## src/hdl/gdp_pkg.sv

```systemverilog
// shared constants and the register state type for the gpio direction / pull-up control block
package gdp_pkg;

    // port widths
    localparam int PORT_A_WIDTH = 32;
    localparam int PORT_B_WIDTH = 32;
    localparam int PORT_C_WIDTH = 24;
    localparam int DATA_WIDTH = 32;
    localparam int DECODE_WIDTH = 8;

    // register byte offsets
    localparam logic [7:0] OFF_DIR_A = 8'h00;
    localparam logic [7:0] OFF_DIR_B = 8'h04;
    localparam logic [7:0] OFF_DIR_C = 8'h08;
    localparam logic [7:0] OFF_PUD_A = 8'h0C;
    localparam logic [7:0] OFF_PUD_B = 8'h10;
    localparam logic [7:0] OFF_PUD_C = 8'h14;
    localparam logic [7:0] OFF_STATUS = 8'h18;
    localparam logic [7:0] OFF_OE_A = 8'h1C;
    localparam logic [7:0] OFF_OE_B = 8'h20;
    localparam logic [7:0] OFF_OE_C = 8'h24;

    // status field positions
    localparam int STATUS_WR_OPEN_BIT = 0;
    localparam int STATUS_REFUSED_BIT = 1;

    // pins that can carry pulse_width_unit outputs: port A pins 0..11
    localparam logic [31:0] PWM_PIN_MASK_A = 32'h0000_0FFF;

    // reset values
    localparam logic [31:0] DIR_RESET = 32'h0000_0000;
    localparam logic [31:0] PUD_A_RESET = PWM_PIN_MASK_A;
    localparam logic [31:0] PUD_B_RESET = 32'h0000_0000;
    localparam logic [23:0] PUD_C_RESET = 24'h00_0000;

    // whole register-file and bus-answer state
    typedef struct packed {
        logic [PORT_A_WIDTH-1:0] dir_a;
        logic [PORT_B_WIDTH-1:0] dir_b;
        logic [PORT_C_WIDTH-1:0] dir_c;
        logic [PORT_A_WIDTH-1:0] pud_a;
        logic [PORT_B_WIDTH-1:0] pud_b;
        logic [PORT_C_WIDTH-1:0] pud_c;
        logic refused;
        logic wr_ok;
        logic wr_deny;
        logic [DATA_WIDTH-1:0] prdata;
        logic pready;
        logic pslverr;
    } gdp_regs_s;

endpackage

```

## src/hdl/gdp_pin_stage.sv

```systemverilog
// per-port pin driver stage: output enable, output level and pull-up control
`timescale 1ns/10ps

module gdp_pin_stage #(
    parameter int WIDTH = 32,
    parameter logic [31:0] ASYNC_MASK = 32'h0000_0000
) (
    input wire logic clk,
    input wire logic sys_rst,
    input wire logic ext_rst_n,
    input wire logic [WIDTH-1:0] gpio_sel,
    input wire logic [WIDTH-1:0] dir,
    input wire logic [WIDTH-1:0] latch,
    input wire logic [WIDTH-1:0] pud,
    output logic [WIDTH-1:0] pin_out,
    output logic [WIDTH-1:0] pin_oe,
    output logic [WIDTH-1:0] pullup_off
);

    typedef struct packed {
        logic [WIDTH-1:0] out;
        logic [WIDTH-1:0] oe;
        logic [WIDTH-1:0] pud;
    } gdp_stage_s;

    localparam logic [WIDTH-1:0] FORCE = ASYNC_MASK[WIDTH-1:0];
    localparam gdp_stage_s IDLE = '{out: '0, oe: '0, pud: FORCE};

    gdp_stage_s st;
    gdp_stage_s next_st;

    if (WIDTH < 1 || WIDTH > 32) begin : g_bad_width
        $error("gdp_pin_stage: WIDTH must be 1..32");
    end

    always_comb begin
        next_st = st;
        next_st.out = latch;
        // direction only counts for pins muxed to gpio
        next_st.oe = gpio_sel & dir;
        // pull-up follows its register in every mux mode
        next_st.pud = pud;
    end

    // external reset pin acts without the clock; constants only
    always_ff @(posedge clk or negedge ext_rst_n) begin
        if (!ext_rst_n) begin
            st <= IDLE;
        end else if (sys_rst) begin
            st <= IDLE;
        end else begin
            st <= next_st;
        end
    end

    assign pin_out = st.out;
    assign pin_oe = st.oe;
    assign pullup_off = st.pud;
endmodule

```

## src/hdl/gdp_ctrl.sv

```systemverilog
// apb register file and pin control for three gpio ports
`timescale 1ns/10ps

module gdp_ctrl
    import gdp_pkg::*;
#(
    parameter int ADDR_WIDTH = 12
) (
    input wire logic SYS_CLK,
    input wire logic SYS_RST,
    input wire logic EXT_RESET_N,
    input wire logic PSEL,
    input wire logic PENABLE,
    input wire logic PWRITE,
    input wire logic [ADDR_WIDTH-1:0] PADDR,
    input wire logic [gdp_pkg::DATA_WIDTH-1:0] PWDATA,
    output logic [gdp_pkg::DATA_WIDTH-1:0] PRDATA,
    output logic PREADY,
    output logic PSLVERR,
    input wire logic PROTECTED_WRITE_ENABLE,
    input wire logic [gdp_pkg::PORT_A_WIDTH-1:0] PORT_A_GPIO_SEL,
    input wire logic [gdp_pkg::PORT_B_WIDTH-1:0] PORT_B_GPIO_SEL,
    input wire logic [gdp_pkg::PORT_C_WIDTH-1:0] PORT_C_GPIO_SEL,
    input wire logic [gdp_pkg::PORT_A_WIDTH-1:0] PORT_A_DATA_LATCH,
    input wire logic [gdp_pkg::PORT_B_WIDTH-1:0] PORT_B_DATA_LATCH,
    input wire logic [gdp_pkg::PORT_C_WIDTH-1:0] PORT_C_DATA_LATCH,
    output logic [gdp_pkg::PORT_A_WIDTH-1:0] PORT_A_PIN_OUT,
    output logic [gdp_pkg::PORT_B_WIDTH-1:0] PORT_B_PIN_OUT,
    output logic [gdp_pkg::PORT_C_WIDTH-1:0] PORT_C_PIN_OUT,
    output logic [gdp_pkg::PORT_A_WIDTH-1:0] PORT_A_PIN_OE,
    output logic [gdp_pkg::PORT_B_WIDTH-1:0] PORT_B_PIN_OE,
    output logic [gdp_pkg::PORT_C_WIDTH-1:0] PORT_C_PIN_OE,
    output logic [gdp_pkg::PORT_A_WIDTH-1:0] PORT_A_PULLUP_OFF,
    output logic [gdp_pkg::PORT_B_WIDTH-1:0] PORT_B_PULLUP_OFF,
    output logic [gdp_pkg::PORT_C_WIDTH-1:0] PORT_C_PULLUP_OFF
);

    import gdp_pkg::*;

    localparam gdp_regs_s REGS_RESET = '{
        dir_a: DIR_RESET[PORT_A_WIDTH-1:0],
        dir_b: DIR_RESET[PORT_B_WIDTH-1:0],
        dir_c: DIR_RESET[PORT_C_WIDTH-1:0],
        pud_a: PUD_A_RESET,
        pud_b: PUD_B_RESET,
        pud_c: PUD_C_RESET,
        refused: 1'b0,
        wr_ok: 1'b0,
        wr_deny: 1'b0,
        prdata: '0,
        pready: 1'b0,
        pslverr: 1'b0
    };

    gdp_regs_s st;
    gdp_regs_s next_st;

    logic [7:0] offset;
    logic in_range;
    logic setup;
    logic access_done;
    logic hit;
    logic is_protected;
    logic is_read_only;
    logic [DATA_WIDTH-1:0] read_data;

    if (ADDR_WIDTH < DECODE_WIDTH || ADDR_WIDTH > 32) begin : g_bad_addr
        $error("gdp_ctrl: ADDR_WIDTH must be 8..32");
    end

    assign offset = PADDR[DECODE_WIDTH-1:0];
    // aliases above the decoded byte range are refused, not folded
    assign in_range = (PADDR >> DECODE_WIDTH) == '0;
    assign setup = PSEL && !PENABLE;
    assign access_done = PSEL && PENABLE && st.pready;

    // address decode and read mux
    always_comb begin
        hit = in_range;
        is_protected = 1'b0;
        is_read_only = 1'b0;
        read_data = '0;
        unique case (offset)
            OFF_DIR_A: begin
                is_protected = 1'b1;
                read_data = st.dir_a;
            end
            OFF_DIR_B: begin
                is_protected = 1'b1;
                read_data = st.dir_b;
            end
            OFF_DIR_C: begin
                is_protected = 1'b1;
                read_data = {{(DATA_WIDTH - PORT_C_WIDTH){1'b0}}, st.dir_c};
            end
            OFF_PUD_A: begin
                is_protected = 1'b1;
                read_data = st.pud_a;
            end
            OFF_PUD_B: begin
                is_protected = 1'b1;
                read_data = st.pud_b;
            end
            OFF_PUD_C: begin
                is_protected = 1'b1;
                read_data = {{(DATA_WIDTH - PORT_C_WIDTH){1'b0}}, st.pud_c};
            end
            OFF_STATUS: begin
                is_read_only = 1'b1;
                read_data[STATUS_WR_OPEN_BIT] = PROTECTED_WRITE_ENABLE;
                read_data[STATUS_REFUSED_BIT] = st.refused;
            end
            OFF_OE_A: begin
                is_read_only = 1'b1;
                read_data = PORT_A_PIN_OE;
            end
            OFF_OE_B: begin
                is_read_only = 1'b1;
                read_data = PORT_B_PIN_OE;
            end
            OFF_OE_C: begin
                is_read_only = 1'b1;
                read_data = {{(DATA_WIDTH - PORT_C_WIDTH){1'b0}}, PORT_C_PIN_OE};
            end
            default: begin
                hit = 1'b0;
            end
        endcase
        if (!in_range) begin
            hit = 1'b0;
            read_data = '0;
        end
    end

    always_comb begin
        next_st = st;
        next_st.pready = 1'b0;
        next_st.pslverr = 1'b0;

        // answer is prepared in setup so pready leaves a flip-flop
        if (setup) begin
            next_st.pready = 1'b1;
            next_st.prdata = PWRITE ? '0 : read_data;
            // write access sampled once per transfer, at setup
            next_st.wr_ok = PWRITE && hit && is_protected && PROTECTED_WRITE_ENABLE;
            next_st.wr_deny = PWRITE && hit && is_protected && !PROTECTED_WRITE_ENABLE;
            next_st.pslverr = !hit || (PWRITE && (is_read_only || !PROTECTED_WRITE_ENABLE));
        end

        if (access_done) begin
            // reading status clears the refused flag
            if (!PWRITE && hit && offset == OFF_STATUS) begin
                next_st.refused = 1'b0;
            end
            if (st.wr_ok) begin
                unique case (offset)
                    OFF_DIR_A: next_st.dir_a = PWDATA;
                    OFF_DIR_B: next_st.dir_b = PWDATA;
                    OFF_DIR_C: next_st.dir_c = PWDATA[PORT_C_WIDTH-1:0];
                    OFF_PUD_A: next_st.pud_a = PWDATA;
                    OFF_PUD_B: next_st.pud_b = PWDATA;
                    OFF_PUD_C: next_st.pud_c = PWDATA[PORT_C_WIDTH-1:0];
                    default: begin
                    end
                endcase
            end
            // a refusal in the same cycle as the clearing read wins
            if (st.wr_deny) begin
                next_st.refused = 1'b1;
            end
            next_st.wr_ok = 1'b0;
            next_st.wr_deny = 1'b0;
        end
    end

    always_ff @(posedge SYS_CLK) begin
        if (SYS_RST) begin
            st <= REGS_RESET;
        end else begin
            st <= next_st;
        end
    end

    assign PRDATA = st.prdata;
    assign PREADY = st.pready;
    assign PSLVERR = st.pslverr;

    gdp_pin_stage #(
        .WIDTH(PORT_A_WIDTH),
        .ASYNC_MASK(PWM_PIN_MASK_A)
    ) u_port_a (
        .clk(SYS_CLK),
        .sys_rst(SYS_RST),
        .ext_rst_n(EXT_RESET_N),
        .gpio_sel(PORT_A_GPIO_SEL),
        .dir(st.dir_a),
        .latch(PORT_A_DATA_LATCH),
        .pud(st.pud_a),
        .pin_out(PORT_A_PIN_OUT),
        .pin_oe(PORT_A_PIN_OE),
        .pullup_off(PORT_A_PULLUP_OFF)
    );

    gdp_pin_stage #(
        .WIDTH(PORT_B_WIDTH),
        .ASYNC_MASK(32'h0000_0000)
    ) u_port_b (
        .clk(SYS_CLK),
        .sys_rst(SYS_RST),
        .ext_rst_n(EXT_RESET_N),
        .gpio_sel(PORT_B_GPIO_SEL),
        .dir(st.dir_b),
        .latch(PORT_B_DATA_LATCH),
        .pud(st.pud_b),
        .pin_out(PORT_B_PIN_OUT),
        .pin_oe(PORT_B_PIN_OE),
        .pullup_off(PORT_B_PULLUP_OFF)
    );

    gdp_pin_stage #(
        .WIDTH(PORT_C_WIDTH),
        .ASYNC_MASK(32'h0000_0000)
    ) u_port_c (
        .clk(SYS_CLK),
        .sys_rst(SYS_RST),
        .ext_rst_n(EXT_RESET_N),
        .gpio_sel(PORT_C_GPIO_SEL),
        .dir(st.dir_c),
        .latch(PORT_C_DATA_LATCH),
        .pud(st.pud_c),
        .pin_out(PORT_C_PIN_OUT),
        .pin_oe(PORT_C_PIN_OE),
        .pullup_off(PORT_C_PULLUP_OFF)
    );
endmodule

```

## config.mk

```make
export PLATFORM = sky130hd
export DESIGN_NAME = gdp_ctrl
export DESIGN_NICKNAME = d
export VERILOG_FILES = /design/src/hdl/gdp_pkg.sv /design/src/hdl/gdp_pin_stage.sv /design/src/hdl/gdp_ctrl.sv
export SDC_FILE = /design/constraint.sdc
export NUM_CORES = 1
export LEC_CHECK = 0
export ABC_CLOCK_PERIOD_IN_PS = 2700
export BUFFER_PORTS_ARGS = -buffer_cell sky130_fd_sc_hd__clkbuf_2
export CAP_MARGIN = 20
export CORE_AREA = 2 2 206 208
export DETAILED_ROUTE_END_ITERATION = 16
export DIE_AREA = 0 0 208 210
export GPL_TIMING_DRIVEN = 0
export PLACE_DENSITY = 0.71
export SYNTH_ARGS = -nofsm -noshare
export SYNTH_HDL_FRONTEND = slang
export SYNTH_SLANG_ARGS = --single-unit
```

## constraint.sdc

```tcl
create_clock -name SYS_CLK -period 2.7 [get_ports SYS_CLK]
set_clock_uncertainty 0.2 [all_clocks]
set_input_delay 0.135 -clock SYS_CLK [delete_from_list [all_inputs] [get_ports SYS_CLK]]
set_output_delay 0.135 -clock SYS_CLK [all_outputs]
set_load 0.005 [all_outputs]
```

# After elaboration in Yosys (flattened, before gate mapping)
# Index checks and enable logic that the tools add are counted.
# totals
ff_bits	477
input_bits	227
out_inout_bits	298
word_cells	79
# op_classes
n_eq_ne	9
n_mux	14
bitwise_logic	4
n_reduce_logical	31
# ops
cell	n
$pmux 30 s9	1
$mux 96	2
$mux 72	1
$and 32x32->32	2
$mux 32	2
$eq 8x5->1 const B	4
$and 24x24->24	1
$pmux 2 s10	1
$reduce_and 3->1	6
$eq 8x4->1 const B	2
$eq 8x6->1 const B	2
$logic_not 12->1	1
$logic_and 1x1->1	10
$reduce_or 10->1	1
$eq 8x3->1 const B	1
$logic_not 8->1	1
$mux 1	6
$reduce_or 6->1	1
$logic_not 1->1	4
$reduce_or 2->1	2
$reduce_or 4->1	1
$logic_or 1x1->1	2
$mux 2	1
$reduce_and 2->1	1
2 further kinds	2

# Logic depth before layout (Yosys ltp)
# depth
word_depth	8
depth_mapped	8
mapped_depth_nobuf	4

# Cells and area by module
# From an unflattened synthesis, not the netlist that was laid out.
# unflattened
cells_unflattened	1798
hier_area_um2	18595.3
# modules_own_cells
mod	n_inst	cells_per_inst	area_per_inst_um2	seq_area_each_um2
gdp_ctrl	1	1243	9920.8	4264.1
gdp_pin_stage at u_port_a	1	202	3179.3	2417.3
gdp_pin_stage at u_port_b	1	202	3148.0	2402.3
gdp_pin_stage at u_port_c	1	151	2347.3	1801.7

# Worst setup path before layout
# Ideal clock, no wire load.
# synth_timing
path_kind	in2reg
from	input PADDR[5]
to	register st[128] (netlist name)
setup_ps	132
arrival_time_ps	1729
required_time_ps	2368
path_slack_ps	639
cell_stages	8
n_path_buf	4
path_cell_list	buf_6 or4_4 buf_6 or4_1 buf_2 buf_6 nand2_1 a21oi_1
# synth_via
elab_chain_cells	2
# synth_rtl
element	line_no	rtl
start: declaration	gdp_ctrl.sv:15	input wire logic [ADDR_WIDTH-1:0] PADDR,
$eq 8x4->1	gdp_ctrl.sv:156	unique case (offset)
$reduce_and 3->1 (no source line)	n/a	
end signal: assignment	gdp_ctrl.sv:180	st <= next_st;
end: declaration	gdp_ctrl.sv:55	gdp_regs_s st;
# Every way passes these cells.
# A chain may end at the register's enable or synchronous reset.

# Worst setup path in the final report
# layout_timing
from	input PENABLE
to	register st (netlist bit PRDATA[18])
# layout_via
elab_chain_cells	2
# layout_rtl
element	line_no	rtl
start: declaration	gdp_ctrl.sv:13	input wire logic PENABLE,
$logic_not 1->1	gdp_ctrl.sv:74	assign setup = PSEL && !PENABLE;
$logic_and 1x1->1	gdp_ctrl.sv:74	
# Every way passes these cells.

==> run metrics <==
power per cell area=roughly 600 nW/um^2; fraction of registers with async set/reset=0.553; # DRC=0; Area growth, synth to finish=39.1%; antenna violations before repair=7; post-synthesis sequential area ratio=0.575; CTS tree=yes; Non-Filler Instances=about 3200; Worst Hold Class=input port to register; Starting Density=0.457; Clock Latency Late Sink=between 0.6 and 0.7 ns; PnR worst setup slack=-0.0689 ns; routability cong.=between 1 and 1.5; Max Cap Viol=0; setup_tns=-0.181 ns; gr usage total=0.368; final hold violations=0; Psw=roughly 0.0037 W; Syn Inst Count=1843; clk buf depth=3; power share of the clock group=0.469; Pleak=12.0 nW; Yosys reg bits=between 400 and 500; Core Region=41500 sq um; TritonCTS Buffers=50; RSZ-0062 raised after global routing=yes; placed cell count=between 2000 and 3000; Layout Nets=approximately 2900; final WL=a little over 80 mm; combinational power share=0.077; input/output buffers=521; worst hold slack=0.0378 ns; vias per inst=about 5.6; count of different cell masters after synthesis=between 50 and 60; 1st-pass router iterations=8; prevailing post-synth register cell=dfrtp_1; Worst R2R Setup Slack=between 0.1 and 0.15 ns; Slew headroom=0.218; fin crit share=1.03; clock tree root buffer cell=clkbuf_16; WL/cell=between 20 and 30 um; row count=75; Slew Limit Fails=0; sequential power share=0.454; 1st-iter DRT viols=approximately 2400; Crit Path Class=input port to register; failing checks=negative setup slack; Yosys warning count=0; Worst EP arrival=roughly 3 ns; Die Y=roughly 210 um; Internal=roughly 0.012 W; element type at the critical path end=register; GRT Residual Overflow=0; clock sink count=approximately 480; Worst-Margin Slew=1.16 ns; Avg Synthesized Cell Area=approximately 10 sq um; pre-CTS setup slack=-0.353 ns; first-pass GRT wire length=between 100 and 150 mm; Area after DPL=~22000 sq um; total setup buffers inserted after CTS=0; worst vdd ir=445 uV; number of global-route vias before repair=18500; Mapped Nets=between 2000 and 2500; Routed Antenna Nets=0; die area=around 44000 sq um; status=finished with violations; startpoint type of the worst setup path=input port; Synth Cell Area=18900 sq um; fin area=26300 sq um; Final HPWL DP=roughly 58 mm; Period minus WS final=~2.8 ns; share of cells above drive strength 1=0.287; FMAX=~0.36 GHz; I/O Pins=roughly 530; largest net degree at the start of global routing=109; Critical Path RT=around 3.0 ns; CP max FO=8; Post-synth EDFFs=0; sw frac=0.233; Finish-stage setup viols=5; H-tree Lvls=2; clk slew on worst S/H paths=0.06 ns; die width=between 200 and 250 um; vias=between 15000 and 20000
-- final cells by class --
type,instances,area [sq um]
Inverter,19,71.3
Sequential cell,477,10900
Timing Repair Buffer,746,4920
Antenna cell,6,15.0
Clock buffer,76,1530
Tap cell,539,674
Multi-Input combinational cell,1165,7070
Buffer,182,921
Fill cell,3324,15100
Clock inverter,18,244
-- worst paths after layout --
check	depth (start not counted)	end	start
max in group asynchronous	4	u_port_a.pin_oe[4]	EXT_RESET_N
setup / recovery	6	PRDATA[18]	PENABLE
hold / removal	5	st[148]	PADDR[2]
min in group asynchronous	4	u_port_b.pin_out[29]	EXT_RESET_N
setup reg to reg	6	st[124]	PREADY
hold reg to reg	2	PRDATA[23]	PRDATA[23]
-- cells in the final DEF, fill, tap and decap left out, types with 19 or more instances in the layout --
cell type / Yosys / routed
and3b_1: 87 / 87
dfxtp_1: 213 / 213
clkbuf_16: 0 / 53
nor3_1: 22 / 22
buf_2: 40 / 40
clkbuf_2: 0 / 526
a22o_1: 26 / 26
nand3_1: 24 / 24
inv_1: 19 / 19
a211oi_1: 32 / 32
dfrtp_1: 252 / 252
a21oi_1: 166 / 166
nand3b_1: 36 / 36
o21ai_0: 20 / 20
mux4_2: 23 / 23
dlygate4sd3_1: 0 / 222
clkbuf_1: 94 / 99
buf_4: 32 / 32
nand2_1: 382 / 382
nor4_1: 21 / 21
nor2b_1: 167 / 167
-- flip-flops by register name, summed over array words and instances (netlist names) --
register	flops
u_port_a.pin_oe	32
u_port_b.pin_oe	32
u_port_c.pin_oe	24
u_port_a.pin_out	32
u_port_b.pullup_off	32
PSLVERR	1
u_port_b.pin_out	32
PREADY	1
PRDATA	32
u_port_a.pullup_off	32
u_port_c.pullup_off	24
st	179
u_port_c.pin_out	24
-- Yosys cell counts, types with 13 or more instances --
| cell | n | area [sq um] |
|---|---|---|
| and3b_1 | 87 | 762 |
| a22o_1 | 26 | 228 |
| dfxtp_1 | 213 | 4260 |
| nand3b_1 | 36 | 270 |
| mux4_2 | 23 | 518 |
| nand2_1 | 382 | 1430 |
| nor3_1 | 22 | 110 |
| or3b_2 | 16 | 140 |
| or2_2 | 14 | 87.6 |
| buf_4 | 32 | 240 |
| o21ai_0 | 20 | 100 |
| nor4_1 | 21 | 131 |
| nand3_1 | 24 | 120 |
| clkbuf_1 | 94 | 353 |
| and3_1 | 13 | 81.3 |
| a22oi_1 | 15 | 113 |
| nor2b_1 | 167 | 1040 |
| dfrtp_1 | 252 | 6310 |
| a21oi_1 | 166 | 831 |
| inv_1 | 19 | 71.3 |
| buf_2 | 40 | 200 |
| a211oi_1 | 32 | 240 |
-- power groups by stage --
| stage | logic [W] | clock network, W | registers (W) |
|---|---|---|---|
| final | 0.00123 | 0.00743 | 0.00719 |
| after global routing | 0.00128 | 0.00777 | 0.00719 |
| after CTS | 0.00118 | 0.00744 | 0.00719 |
| after detailed placement | 0.000912 | 0 | 0.00733 |
| after global placement | 0.000890 | 0 | 0.00733 |
| after floorplan | 0.000297 | 0 | 0.00734 |
-- timing repair --
item                                   4_1_cts  5_1_grt
endpoints found under the hold margin      616        0
hold buffers                               223        0
setup endpoints to repair                    0       42
resized for setup                            0       16
-- through the flow --
| stage | utilization | power [W] |
|---|---|---|
| 3_3_place_gp | 0.536 | 0.00822 |
| 6_report | 0.635 | 0.0158 |
| 2_1_floorplan | - | 0.00763 |
| 3_5_place_dp | 0.537 | 0.00824 |
| 5_1_grt | 0.635 | 0.0162 |
| 4_1_cts | 0.634 | 0.0158 |
-- layer usage --
metal / wire length [um] / track usage
met1: 30300 / 0.450
met2: 38900 / 0.603
met3: 8240 / 0.0898
met4: 4820 / 0.202
met5: 28 / 0
-- logic make-up after synthesis --
family | Yosys count | synth area share
AND/OR/NAND/NOR | 824 | 0.237
AO/OA/AOI/OAI | 302 | 0.0996
buffers and inverters | 201 | 0.0520
multiplexers | 39 | 0.0361
flip-flops | 477 | 0.575
-- worst max-delay path, cell delays in order --
cell           delay [ns]
dlygate4sd3_1        0.59
clkbuf_2             0.16
nand2b_1             0.24
nor4_2               0.97
nand3_1              0.55
a221oi_1             0.41
Power figures use the tool's default switching activity.
